--- config.mk ---
export PLATFORM = sky130hd
export DESIGN_NAME = timer_pair_ctrl
export DESIGN_NICKNAME = d
export VERILOG_FILES = /design/src/core/timer_pair_pkg.sv /design/src/core/timer_tick_select.sv /design/src/core/timer_pair_ctrl.sv
export SDC_FILE = /design/constraint.sdc
export NUM_CORES = 1
export LEC_CHECK = 0
export ABC_AREA = 1
export ABC_CLOCK_PERIOD_IN_PS = 1750
export BUFFER_PORTS_ARGS = -buffer_cell sky130_fd_sc_hd__clkbuf_2
export CORE_MARGIN = 4
export CORE_UTILIZATION = 50
export CTS_CLUSTER_DIAMETER = 150
export DETAILED_ROUTE_END_ITERATION = 10
export PLACE_DENSITY = 0.77
export SLEW_MARGIN = 30
export SYNTH_ARGS = -nofsm -noshare
export SYNTH_HDL_FRONTEND = slang
export SYNTH_SLANG_ARGS = --single-unit
--- constraint.sdc ---
create_clock -name aclk -period 1.75 [get_ports aclk]
set_input_delay 0.0875 -clock aclk [delete_from_list [all_inputs] [get_ports aclk]]
set_output_delay 0.0875 -clock aclk [all_outputs]
set_load 0.01 [all_outputs]
--- src/core/timer_pair_pkg.sv ---
// constants for the cascadable 8-bit timer pair: register indices, fields, codes
// assumes a 32-bit axi4-lite slave, byte address = index * 4
package timer_pair_pkg;
  // ****************************************************************
  // register indices
  // ****************************************************************
  localparam int ADDR_W = 8;
  localparam logic [5:0] IDX_T3_CTL = 6'h1a;
  localparam logic [5:0] IDX_T4_CTL = 6'h1b;
  localparam logic [5:0] IDX_T3_PER = 6'h20;
  localparam logic [5:0] IDX_T3_PW = 6'h21;
  localparam logic [5:0] IDX_T4_PER = 6'h22;
  localparam logic [5:0] IDX_T4_PW = 6'h23;
  localparam logic [5:0] IDX_STATUS = 6'h24;
  localparam logic [5:0] IDX_CONFIG = 6'h25;
  // ****************************************************************
  // control fields and reset values
  // ****************************************************************
  localparam int CTL_FF = 7;
  localparam int CTL_CLK_HI = 6;
  localparam int CTL_CLK_LO = 4;
  localparam int CTL_RUN = 3;
  localparam int CTL_MODE_HI = 2;
  localparam int CFG_TAP = 0;
  localparam int CFG_LOW_SPEED = 1;
  localparam logic [7:0] CTL_RESET = 8'h00;
  localparam logic [7:0] REG_RESET = 8'h00;
  localparam logic [1:0] CFG_RESET = 2'h0;
  // ****************************************************************
  // mode and clock codes
  // ****************************************************************
  localparam logic [2:0] MODE_TIMER = 3'h0;
  localparam logic [2:0] MODE_PDO = 3'h1;
  localparam logic [2:0] MODE_PWM = 3'h2;
  localparam logic [2:0] MODE_CASCADE = 3'h3;
  localparam logic [2:0] MODE16_TIMER = 3'h4;
  localparam logic [2:0] MODE16_WARM = 3'h5;
  localparam logic [2:0] MODE16_PWM = 3'h6;
  localparam logic [2:0] MODE16_PPG = 3'h7;
  localparam logic [2:0] CLK_SLOW_DIV = 3'h0;
  localparam logic [2:0] CLK_FS = 3'h4;
  localparam logic [2:0] CLK_FC = 3'h6;
  localparam logic [2:0] CLK_PIN = 3'h7;
  // ****************************************************************
  // dividers and bus answers
  // ****************************************************************
  localparam int DIV_W = 11;
  localparam int FS_DIV_W = 3;
  localparam logic [1:0] RESP_OKAY = 2'h0;
  localparam logic [1:0] RESP_SLVERR = 2'h2;
endpackage

--- src/core/timer_tick_select.sv ---
// one timer's count-source selector with its own count pin synchroniser
// assumes sources are one-cycle enables on aclk; bit 7 of sources is unused
`timescale 1ns/1ns
module timer_tick_select
  import timer_pair_pkg::*;
(
  input wire logic aclk,
  input wire logic aresetn,
  input wire logic [7:0] sources,
  input wire logic [2:0] clock_select,
  input wire logic low_speed,
  input wire logic warm_up_ok,
  input wire logic count_pin,
  output logic tick
);
  typedef struct packed {
    logic [2:0] sync;
    logic level;
  } sel_state_t;

  sel_state_t s;
  sel_state_t next_s;
  logic pin_rise;

  // a change counts only once stages two and three agree
  assign pin_rise = (s.sync[1] == s.sync[2]) && s.sync[2] && !s.level;

  always_comb
  begin
    next_s = s;
    next_s.sync = {s.sync[1:0], count_pin};
    if (s.sync[1] == s.sync[2])
    begin
      next_s.level = s.sync[2];
    end
  end

  always_ff @(posedge aclk)
  begin
    if (!aresetn)
    begin
      s <= '0;
    end
    else
    begin
      s <= next_s;
    end
  end

  always_comb
  begin
    tick = 1'b0;
    if (clock_select == CLK_PIN)
    begin
      tick = pin_rise;
    end
    else if (!low_speed)
    begin
      tick = sources[clock_select];
    end
    else if ((clock_select == CLK_SLOW_DIV) || (clock_select == CLK_FS))
    begin
      tick = sources[clock_select];
    end
    else if (clock_select == CLK_FC)
    begin
      tick = warm_up_ok;
    end
  end
endmodule

--- src/core/timer_pair_ctrl.sv ---
// control logic of a cascadable pair of 8-bit timer/counters, axi4-lite slave
// assumes aclk is the high-frequency clock; slow clock and count pins are async
`timescale 1ns/1ns
// Overview of operation
// - control register resets to zero: ff bit7, clock 6-4, run 3, mode 2-0.
// - clock field picks divided fc, fs, fs/8 with tap option, or count pin.
// - low-speed modes allow only codes 000, 100, 110 for warm-up, and 111 count pin.
// - run bit low stops and clears counter; high counts the selected source.
// - mode field: timer, divider output, pwm, or cascaded 16-bit.
// - cascade uses timer3 clock, timer4 run bit and timer4 ff bit.
// - pulse width rewritable while running only in pwm modes.
// - each timer has control, period and pulse-width registers.
// - timer4 mode top bit set makes timer3 overflow its source.
// - timer4 16-bit codes: 100 timer, 101 warm-up, 110 pwm, 111 ppg.
module timer_pair_ctrl
  import timer_pair_pkg::*;
(
  input wire logic aclk,
  input wire logic aresetn,
  input wire logic [timer_pair_pkg::ADDR_W-1:0] s_axi_awaddr,
  input wire logic [2:0] s_axi_awprot,
  input wire logic s_axi_awvalid,
  output logic s_axi_awready,
  input wire logic [31:0] s_axi_wdata,
  input wire logic [3:0] s_axi_wstrb,
  input wire logic s_axi_wvalid,
  output logic s_axi_wready,
  output logic [1:0] s_axi_bresp,
  output logic s_axi_bvalid,
  input wire logic s_axi_bready,
  input wire logic [timer_pair_pkg::ADDR_W-1:0] s_axi_araddr,
  input wire logic [2:0] s_axi_arprot,
  input wire logic s_axi_arvalid,
  output logic s_axi_arready,
  output logic [31:0] s_axi_rdata,
  output logic [1:0] s_axi_rresp,
  output logic s_axi_rvalid,
  input wire logic s_axi_rready,
  input wire logic low_freq_clock,
  input wire logic timer3_count_pin,
  input wire logic timer4_count_pin,
  output logic timer3_ff_out,
  output logic timer4_ff_out
);
  typedef struct packed {
    logic awready;
    logic wready;
    logic arready;
    logic bvalid;
    logic rvalid;
    logic [1:0] bresp;
    logic [1:0] rresp;
    logic [31:0] rdata;
    logic aw_held;
    logic w_held;
    logic [5:0] wr_idx;
    logic [7:0] wr_data;
    logic wr_lane;
    logic [7:0] timer3_control;
    logic [7:0] timer4_control;
    logic [7:0] timer3_period_value;
    logic [7:0] timer4_period_value;
    logic [7:0] timer3_pulse_width_value;
    logic [7:0] timer4_pulse_width_value;
    logic [7:0] pw_buf3;
    logic [7:0] pw_buf4;
    logic [1:0] config_bits;
    logic [DIV_W-1:0] div;
    logic [2:0] fs_sync;
    logic fs_level;
    logic [FS_DIV_W-1:0] fs_div;
    logic [7:0] cnt3;
    logic [7:0] cnt4;
    logic ff3;
    logic ff4;
  } pair_state_t;

  pair_state_t s;
  pair_state_t next_s;
  logic write_do;
  logic wr_ok;
  logic fs_tick;
  logic [7:0] sources;
  logic [2:0] mode3;
  logic [2:0] mode4;
  logic cascade;
  logic run3;
  logic run4;
  logic pwm3;
  logic pwm4;
  logic tick3;
  logic tick4_sel;
  logic tick4;
  logic ovf3;
  logic match3;
  logic match16;
  logic pw16_hit;

  // ****************************************************************
  // source clocks
  // ****************************************************************
  // slow clock edges are rare against aclk, so a filtered edge is a clean enable
  assign fs_tick = (s.fs_sync[1] == s.fs_sync[2]) && s.fs_sync[2] && !s.fs_level;
  assign sources[0] = s.config_bits[CFG_TAP] || s.config_bits[CFG_LOW_SPEED]
                      ? (fs_tick && (&s.fs_div)) : (&s.div[10:0]);
  assign sources[1] = &s.div[6:0];
  assign sources[2] = &s.div[4:0];
  assign sources[3] = &s.div[2:0];
  assign sources[4] = fs_tick;
  assign sources[5] = s.div[0];
  assign sources[6] = 1'b1;
  assign sources[7] = 1'b0;

  assign mode3 = s.timer3_control[CTL_MODE_HI:0];
  assign mode4 = s.timer4_control[CTL_MODE_HI:0];
  assign cascade = (mode3 == MODE_CASCADE);
  assign run3 = cascade ? s.timer4_control[CTL_RUN] : s.timer3_control[CTL_RUN];
  assign run4 = s.timer4_control[CTL_RUN];
  assign pwm3 = (mode3 == MODE_PWM);
  assign pwm4 = (mode4 == MODE_PWM) || (mode4 == MODE16_PWM);

  timer_tick_select u_sel3 (
    .aclk(aclk),
    .aresetn(aresetn),
    .sources(sources),
    .clock_select(s.timer3_control[CTL_CLK_HI:CTL_CLK_LO]),
    .low_speed(s.config_bits[CFG_LOW_SPEED]),
    .warm_up_ok(cascade && (mode4 == MODE16_WARM)),
    .count_pin(timer3_count_pin),
    .tick(tick3)
  );

  timer_tick_select u_sel4 (
    .aclk(aclk),
    .aresetn(aresetn),
    .sources(sources),
    .clock_select(s.timer4_control[CTL_CLK_HI:CTL_CLK_LO]),
    .low_speed(s.config_bits[CFG_LOW_SPEED]),
    .warm_up_ok(mode4 == MODE16_WARM),
    .count_pin(timer4_count_pin),
    .tick(tick4_sel)
  );

  // ****************************************************************
  // compare events
  // ****************************************************************
  assign match3 = (s.cnt3 == s.timer3_period_value);
  assign match16 = ({s.cnt4, s.cnt3} == {s.timer4_period_value, s.timer3_period_value});
  assign pw16_hit = ({s.cnt4, s.cnt3} ==
                     {s.timer4_pulse_width_value, s.timer3_pulse_width_value});
  assign ovf3 = run3 && tick3 && (cascade ? ((s.cnt3 == 8'hff) && !match16) : match3);
  assign tick4 = mode4[2] ? ovf3 : tick4_sel;

  // ****************************************************************
  // register bus
  // ****************************************************************
  function automatic logic mapped(input logic [5:0] idx);
    mapped = idx inside {IDX_T3_CTL, IDX_T4_CTL, IDX_T3_PER, IDX_T3_PW,
                         IDX_T4_PER, IDX_T4_PW, IDX_STATUS, IDX_CONFIG};
  endfunction

  function automatic logic [31:0] read_word(input logic [5:0] idx);
    read_word = 32'h0;
    case (idx)
      IDX_T3_CTL: read_word = {24'h0, s.timer3_control};
      IDX_T4_CTL: read_word = {24'h0, s.timer4_control};
      IDX_T3_PER: read_word = {24'h0, s.timer3_period_value};
      IDX_T3_PW: read_word = {24'h0, s.timer3_pulse_width_value};
      IDX_T4_PER: read_word = {24'h0, s.timer4_period_value};
      IDX_T4_PW: read_word = {24'h0, s.timer4_pulse_width_value};
      IDX_STATUS: read_word = {14'h0, s.ff4, s.ff3, s.cnt4, s.cnt3};
      IDX_CONFIG: read_word = {30'h0, s.config_bits};
      default: read_word = 32'h0;
    endcase
  endfunction

  assign write_do = s.aw_held && s.w_held && !s.bvalid;
  assign wr_ok = write_do && s.wr_lane;

  always_comb
  begin
    next_s = s;
    next_s.div = s.div + 11'h001;
    next_s.fs_sync = {s.fs_sync[1:0], low_freq_clock};
    if (s.fs_sync[1] == s.fs_sync[2])
    begin
      next_s.fs_level = s.fs_sync[2];
    end
    if (fs_tick)
    begin
      next_s.fs_div = s.fs_div + 3'h1;
    end
    if (s.awready && s_axi_awvalid)
    begin
      next_s.aw_held = 1'b1;
      next_s.awready = 1'b0;
      next_s.wr_idx = s_axi_awaddr[7:2];
    end
    if (s.wready && s_axi_wvalid)
    begin
      next_s.w_held = 1'b1;
      next_s.wready = 1'b0;
      next_s.wr_data = s_axi_wdata[7:0];
      next_s.wr_lane = s_axi_wstrb[0];
    end
    if (write_do)
    begin
      next_s.aw_held = 1'b0;
      next_s.w_held = 1'b0;
      next_s.bvalid = 1'b1;
      next_s.bresp = mapped(s.wr_idx) ? RESP_OKAY : RESP_SLVERR;
    end
    if (s.bvalid && s_axi_bready)
    begin
      next_s.bvalid = 1'b0;
      next_s.awready = 1'b1;
      next_s.wready = 1'b1;
    end
    if (s.arready && s_axi_arvalid)
    begin
      next_s.arready = 1'b0;
      next_s.rvalid = 1'b1;
      next_s.rdata = read_word(s_axi_araddr[7:2]);
      next_s.rresp = mapped(s_axi_araddr[7:2]) ? RESP_OKAY : RESP_SLVERR;
    end
    if (s.rvalid && s_axi_rready)
    begin
      next_s.rvalid = 1'b0;
      next_s.arready = 1'b1;
    end
    // period taken as written, software keeps it still while running
    if (wr_ok)
    begin
      case (s.wr_idx)
        IDX_T3_CTL: next_s.timer3_control = s.wr_data;
        IDX_T4_CTL: next_s.timer4_control = s.wr_data;
        IDX_T3_PER: next_s.timer3_period_value = s.wr_data;
        IDX_T4_PER: next_s.timer4_period_value = s.wr_data;
        IDX_T3_PW:
        begin
          if (!run3)
          begin
            next_s.timer3_pulse_width_value = s.wr_data;
          end
          if (!run3 || pwm3 || pwm4)
          begin
            next_s.pw_buf3 = s.wr_data;
          end
        end
        IDX_T4_PW:
        begin
          if (!run4)
          begin
            next_s.timer4_pulse_width_value = s.wr_data;
          end
          if (!run4 || pwm4)
          begin
            next_s.pw_buf4 = s.wr_data;
          end
        end
        IDX_CONFIG: next_s.config_bits = s.wr_data[1:0];
        default: ;
      endcase
    end
    // ****************************************************************
    // timer3 counter
    // ****************************************************************
    // stop clears counter
    if (!run3)
    begin
      next_s.cnt3 = 8'h00;
      next_s.ff3 = s.timer3_control[CTL_FF];
    end
    else if (tick3)
    begin
      if (cascade)
      begin
        next_s.cnt3 = match16 ? 8'h00 : s.cnt3 + 8'h01;
      end
      else if (match3)
      begin
        next_s.cnt3 = 8'h00;
        next_s.timer3_pulse_width_value = s.pw_buf3;
        if ((mode3 == MODE_PDO) || pwm3)
        begin
          next_s.ff3 = !s.ff3;
        end
      end
      else
      begin
        next_s.cnt3 = s.cnt3 + 8'h01;
        if (pwm3 && (s.cnt3 == s.timer3_pulse_width_value))
        begin
          next_s.ff3 = !s.ff3;
        end
      end
    end
    // ****************************************************************
    // timer4 counter
    // ****************************************************************
    // cascade ff level from timer4
    if (!run4)
    begin
      next_s.cnt4 = 8'h00;
      next_s.ff4 = s.timer4_control[CTL_FF];
    end
    else if (cascade && mode4[2] && tick3 && match16)
    begin
      next_s.cnt4 = 8'h00;
      next_s.timer3_pulse_width_value = s.pw_buf3;
      next_s.timer4_pulse_width_value = s.pw_buf4;
      if (mode4 != MODE16_TIMER)
      begin
        next_s.ff4 = !s.ff4;
      end
    end
    else if (tick4 && (mode4 != MODE_CASCADE))
    begin
      if (mode4[2])
      begin
        next_s.cnt4 = s.cnt4 + 8'h01;
        if (cascade && (mode4 inside {MODE16_PWM, MODE16_PPG}) && pw16_hit)
        begin
          next_s.ff4 = !s.ff4;
        end
      end
      else if (s.cnt4 == s.timer4_period_value)
      begin
        next_s.cnt4 = 8'h00;
        next_s.timer4_pulse_width_value = s.pw_buf4;
        if (mode4 != MODE_TIMER)
        begin
          next_s.ff4 = !s.ff4;
        end
      end
      else
      begin
        next_s.cnt4 = s.cnt4 + 8'h01;
        if (pwm4 && (s.cnt4 == s.timer4_pulse_width_value))
        begin
          next_s.ff4 = !s.ff4;
        end
      end
    end
  end

  always_ff @(posedge aclk)
  begin
    if (!aresetn)
    begin
      s <= '0;
      s.awready <= 1'b1;
      s.wready <= 1'b1;
      s.arready <= 1'b1;
      s.timer3_control <= CTL_RESET;
      s.timer4_control <= CTL_RESET;
      s.config_bits <= CFG_RESET;
    end
    else
    begin
      s <= next_s;
    end
  end

  assign s_axi_awready = s.awready;
  assign s_axi_wready = s.wready;
  assign s_axi_arready = s.arready;
  assign s_axi_bvalid = s.bvalid;
  assign s_axi_bresp = s.bresp;
  assign s_axi_rvalid = s.rvalid;
  assign s_axi_rdata = s.rdata;
  assign s_axi_rresp = s.rresp;
  assign timer3_ff_out = s.ff3;
  assign timer4_ff_out = s.ff4;
endmodule

==> impl_metrics.json <==
{
  "seqCellArea_sq_mm": 0.00306,
  "final_max_slew_viol_count": 0,
  "finalSetupViolations": 42,
  "yosys_register_bits": 152,
  "period_share": 1.20,
  "cp-end-kind": "flip-flop",
  "finalHoldViolCount": 0,
  "gp_congestion": 1.06,
  "cp.arrival_ps": 2420,
  "routed_wl_um": 24200,
  "cts_tree": "done",
  "dr.pass1.iters": 6,
  "power.switching_w": 0.00183,
  "whs_ps": 21.8,
  "crit_family": "buffers and inverters",
  "status": "finished, violations left",
  "grt_util_met3": 0.0562,
  "grt_first_pass_wirelength_um": 36500,
  "antenna-diode-count": 0,
  "violations": "negative setup slack",
  "layout_common_cells": "nand2_1, dfxtp_1, buf_4, nor2_1, inv_1",
  "cts_num_sinks": 152,
  "p_int_w": 0.00650,
  "fin_ws_ps": -358,
  "area_growth_pct": 39.4,
  "yosysWarningCount": 0,
  "synth_area_sq_mm": 0.00760,
  "portBuffers": 57,
  "clk_transition_reported_paths_ps": 60,
  "ir_drop_mv": 0.724,
  "powerDensity_mw_per_mm2": 787,
  "clock_latency_ps": 440,
  "rsz0062_at_grt": "true",
  "max_freq_mhz": 474,
  "die_area_sq_mm": 0.0172,
  "required_ps": 2060,
  "clock_skew_ps": 9.27,
  "drt_iter0_drc": 849,
  "power_frac_seq": 0.430,
  "rrSetupSlack_ps": -360,
  "grt_use_total": 0.260,
  "crit_slowest_cell": "dfxtp_2",
  "ys_seq_area_frac": 0.400,
  "synth_cell_types": 49,
  "critPathLaunchType": "flip-flop",
  "drive_gt1_frac": 0.319,
  "cp_num_buf_inv": 5,
  "dieHeight_um": 131,
  "crit_type": "reg2reg",
  "fin_nets": 1330,
  "cts-root-buf": "clkbuf_16",
  "initial_core_util": 0.517,
  "synth_area_per_cell_sq_um": 7.23,
  "power_leakage_nw": 4.64,
  "min_period_ps": 2110,
  "met2_usage": 0.417,
  "hpwlAfterDp_um": 16200,
  "pwr-share-comb": 0.060,
  "max_slew.worst_pin.slew_ps": 660,
  "grt_pass1_vias": 7256,
  "grt_most_used_layer": "met2",
  "cts_buffer_depth": 2,
  "io_pins": 111,
  "antenna_left": 0,
  "syn_inst": 1051,
  "multi_input_area_sq_mm": 0.00428,
  "hold_class": "in2reg",
  "grtUsageMet1": 0.345,
  "wl_per_cell_um": 16.7,
  "grt_start_max_net_pins": 57,
  "numCtsBuffers": 17,
  "core-area_sq_mm": 0.0147,
  "worst-path-max-fanout": 5,
  "dieWidth_um": 131,
  "via_count": 7977,
  "crit_chain": "ha_4 > inv_4 > nor2_4 > buf_6 > nor3_4 > o21ai_2 > a21oi_2 > nand2_4 > buf_12 > buf_8 > buf_6 > nand2_4 > nor2_4 > a21oi_2 > nor3_1",
  "antenna_found_initial": 0,
  "maxCapViolCount": 0,
  "placementRows": 44,
  "layout_commonest_cell": "nand2_1",
  "routed_via_density": 5.51,
  "p_clk_frac": 0.511,
  "tns_ps": -9960,
  "drc": 0,
  "slew-limit-headroom": 0.556,
  "fillCellCount": 1107,
  "crit_path_max_incr_delay_ps": 330,
  "overflow": 0,
  "htree_levels": 4,
  "netSwitchingFraction": 0.220
}
-- sequential cells by signal, summed over array words and instances (netlist names), 3 cells and up --
register,cells
s_axi_rdata,18
mode4,3
mode3,3
s,108
-- metal layers --
layer | vias to the layer above | wire length (um)
li1 | 3859 | -
met1 | 3677 | 9930
met2 | 369 | 11600
met3 | 72 | 1950
met4 | 0 | 714
met5 | - | 0
-- power by group through the flow --
stage / combinational, W / clock, W / sequential [W]
CTS: 0.000472 / 0.00428 / 0.00357
finish: 0.000497 / 0.00426 / 0.00358
detailed placement: 0.000426 / 0 / 0.00364
global route: 0.000545 / 0.00443 / 0.00359
global placement: 0.000419 / 0 / 0.00364
floorplan: 0.000261 / 0 / 0.00365
-- cell families after synthesis --
family | synth area share
AOI/OAI and AO/OA | 0.190
xor gates and xnor gates | 0.0311
adders and majority gates | 0.0165
buffers and inverters | 0.114
DFF | 0.400
other | 0.000493
and+or+nand+nor | 0.247
-- worst min-delay path: cells and delay by family --
family | cells | cell delay, ps
buf+inv | 2 | 230
simple gates | 1 | 100
-- cell type report --
| class | count | share of cell area |
|---|---|---|
| clock buffer | 20 | 0.0442 |
| clock inverter | 10 | 0.0203 |
| inverter | 108 | 0.0397 |
| multi-input combinational | 730 | 0.404 |
| sequential | 152 | 0.288 |
| tap | 184 | 0.0217 |
| timing repair buffer | 242 | 0.181 |
| timing repair inverter | 1 | 0.000709 |
-- stage by stage --
| step | total power [W] | setup WS (ps) | std cells | cell area, sq um | utilization |
|---|---|---|---|---|---|
| 2_1_floorplan | 0.00391 | -118 | 1066 | 7760 | - |
| 3_3_place_gp | 0.00406 | -213 | 1375 | 8960 | 0.610 |
| 3_5_place_dp | 0.00407 | -303 | 1375 | 8960 | 0.610 |
| 4_1_cts | 0.00833 | -252 | 1436 | 10000 | 0.681 |
| 5_1_grt | 0.00856 | -473 | 1447 | 10600 | 0.721 |
| 6_report | 0.00833 | -358 | 1447 | 10600 | 0.721 |
-- cell usage after synthesis (all sizes together) --
cell type    n  area (sq um)
nor2       123           487
o221ai       1          8.76
o211ai       4          30.0
nor4         6          73.8
o21a         3          22.5
conb         1          3.75
dfxtp      152          3040
xnor2        4          35.0
a31oi        3          25.0
nand3       41           233
clkbuf      20          75.1
or2          4          25.0
nand3b       2          15.0
o22ai        8          50.1
nand2      202           786
nand4       12          81.3
a22oi        2          15.0
a21oi      120           612
ha          10           125
xor2        23           201
inv        105           394
o21ai       77           385
buf         57           388
o31ai        2          15.0
o41ai        1          8.76
nor3        29           175
clkinv       3          11.3
o311ai       1          8.76
a211oi      32           240
o2111ai      3          26.3
-- repair_timing --
item,4_1_cts,5_1_grt
cloned,2,3
pin swaps,15,49
hold buffers,21,0
setup endpoints to repair,41,47
resized for setup,27,119
buffers inserted,8,10
hold endpoints to repair,23,0
-- worst paths after layout --
| kind | depth (start not counted) | start | endpoint |
|---|---|---|---|
| max | 15 | s[24]$_SDFF_PN0_ | s[16]$_SDFFE_PN0P_ |
| min | 3 | aresetn | u_sel3.next_s[2]$_SDFF_PN0_ |
| min reg2reg | 2 | u_sel3.next_s[2]$_SDFF_PN0_ | u_sel3.next_s[3]$_SDFF_PN0_ |
| max reg2reg | 15 | s[24]$_SDFF_PN0_ | s[16]$_SDFFE_PN0P_ |
Note: power is estimated with default switching activity, not from simulation.
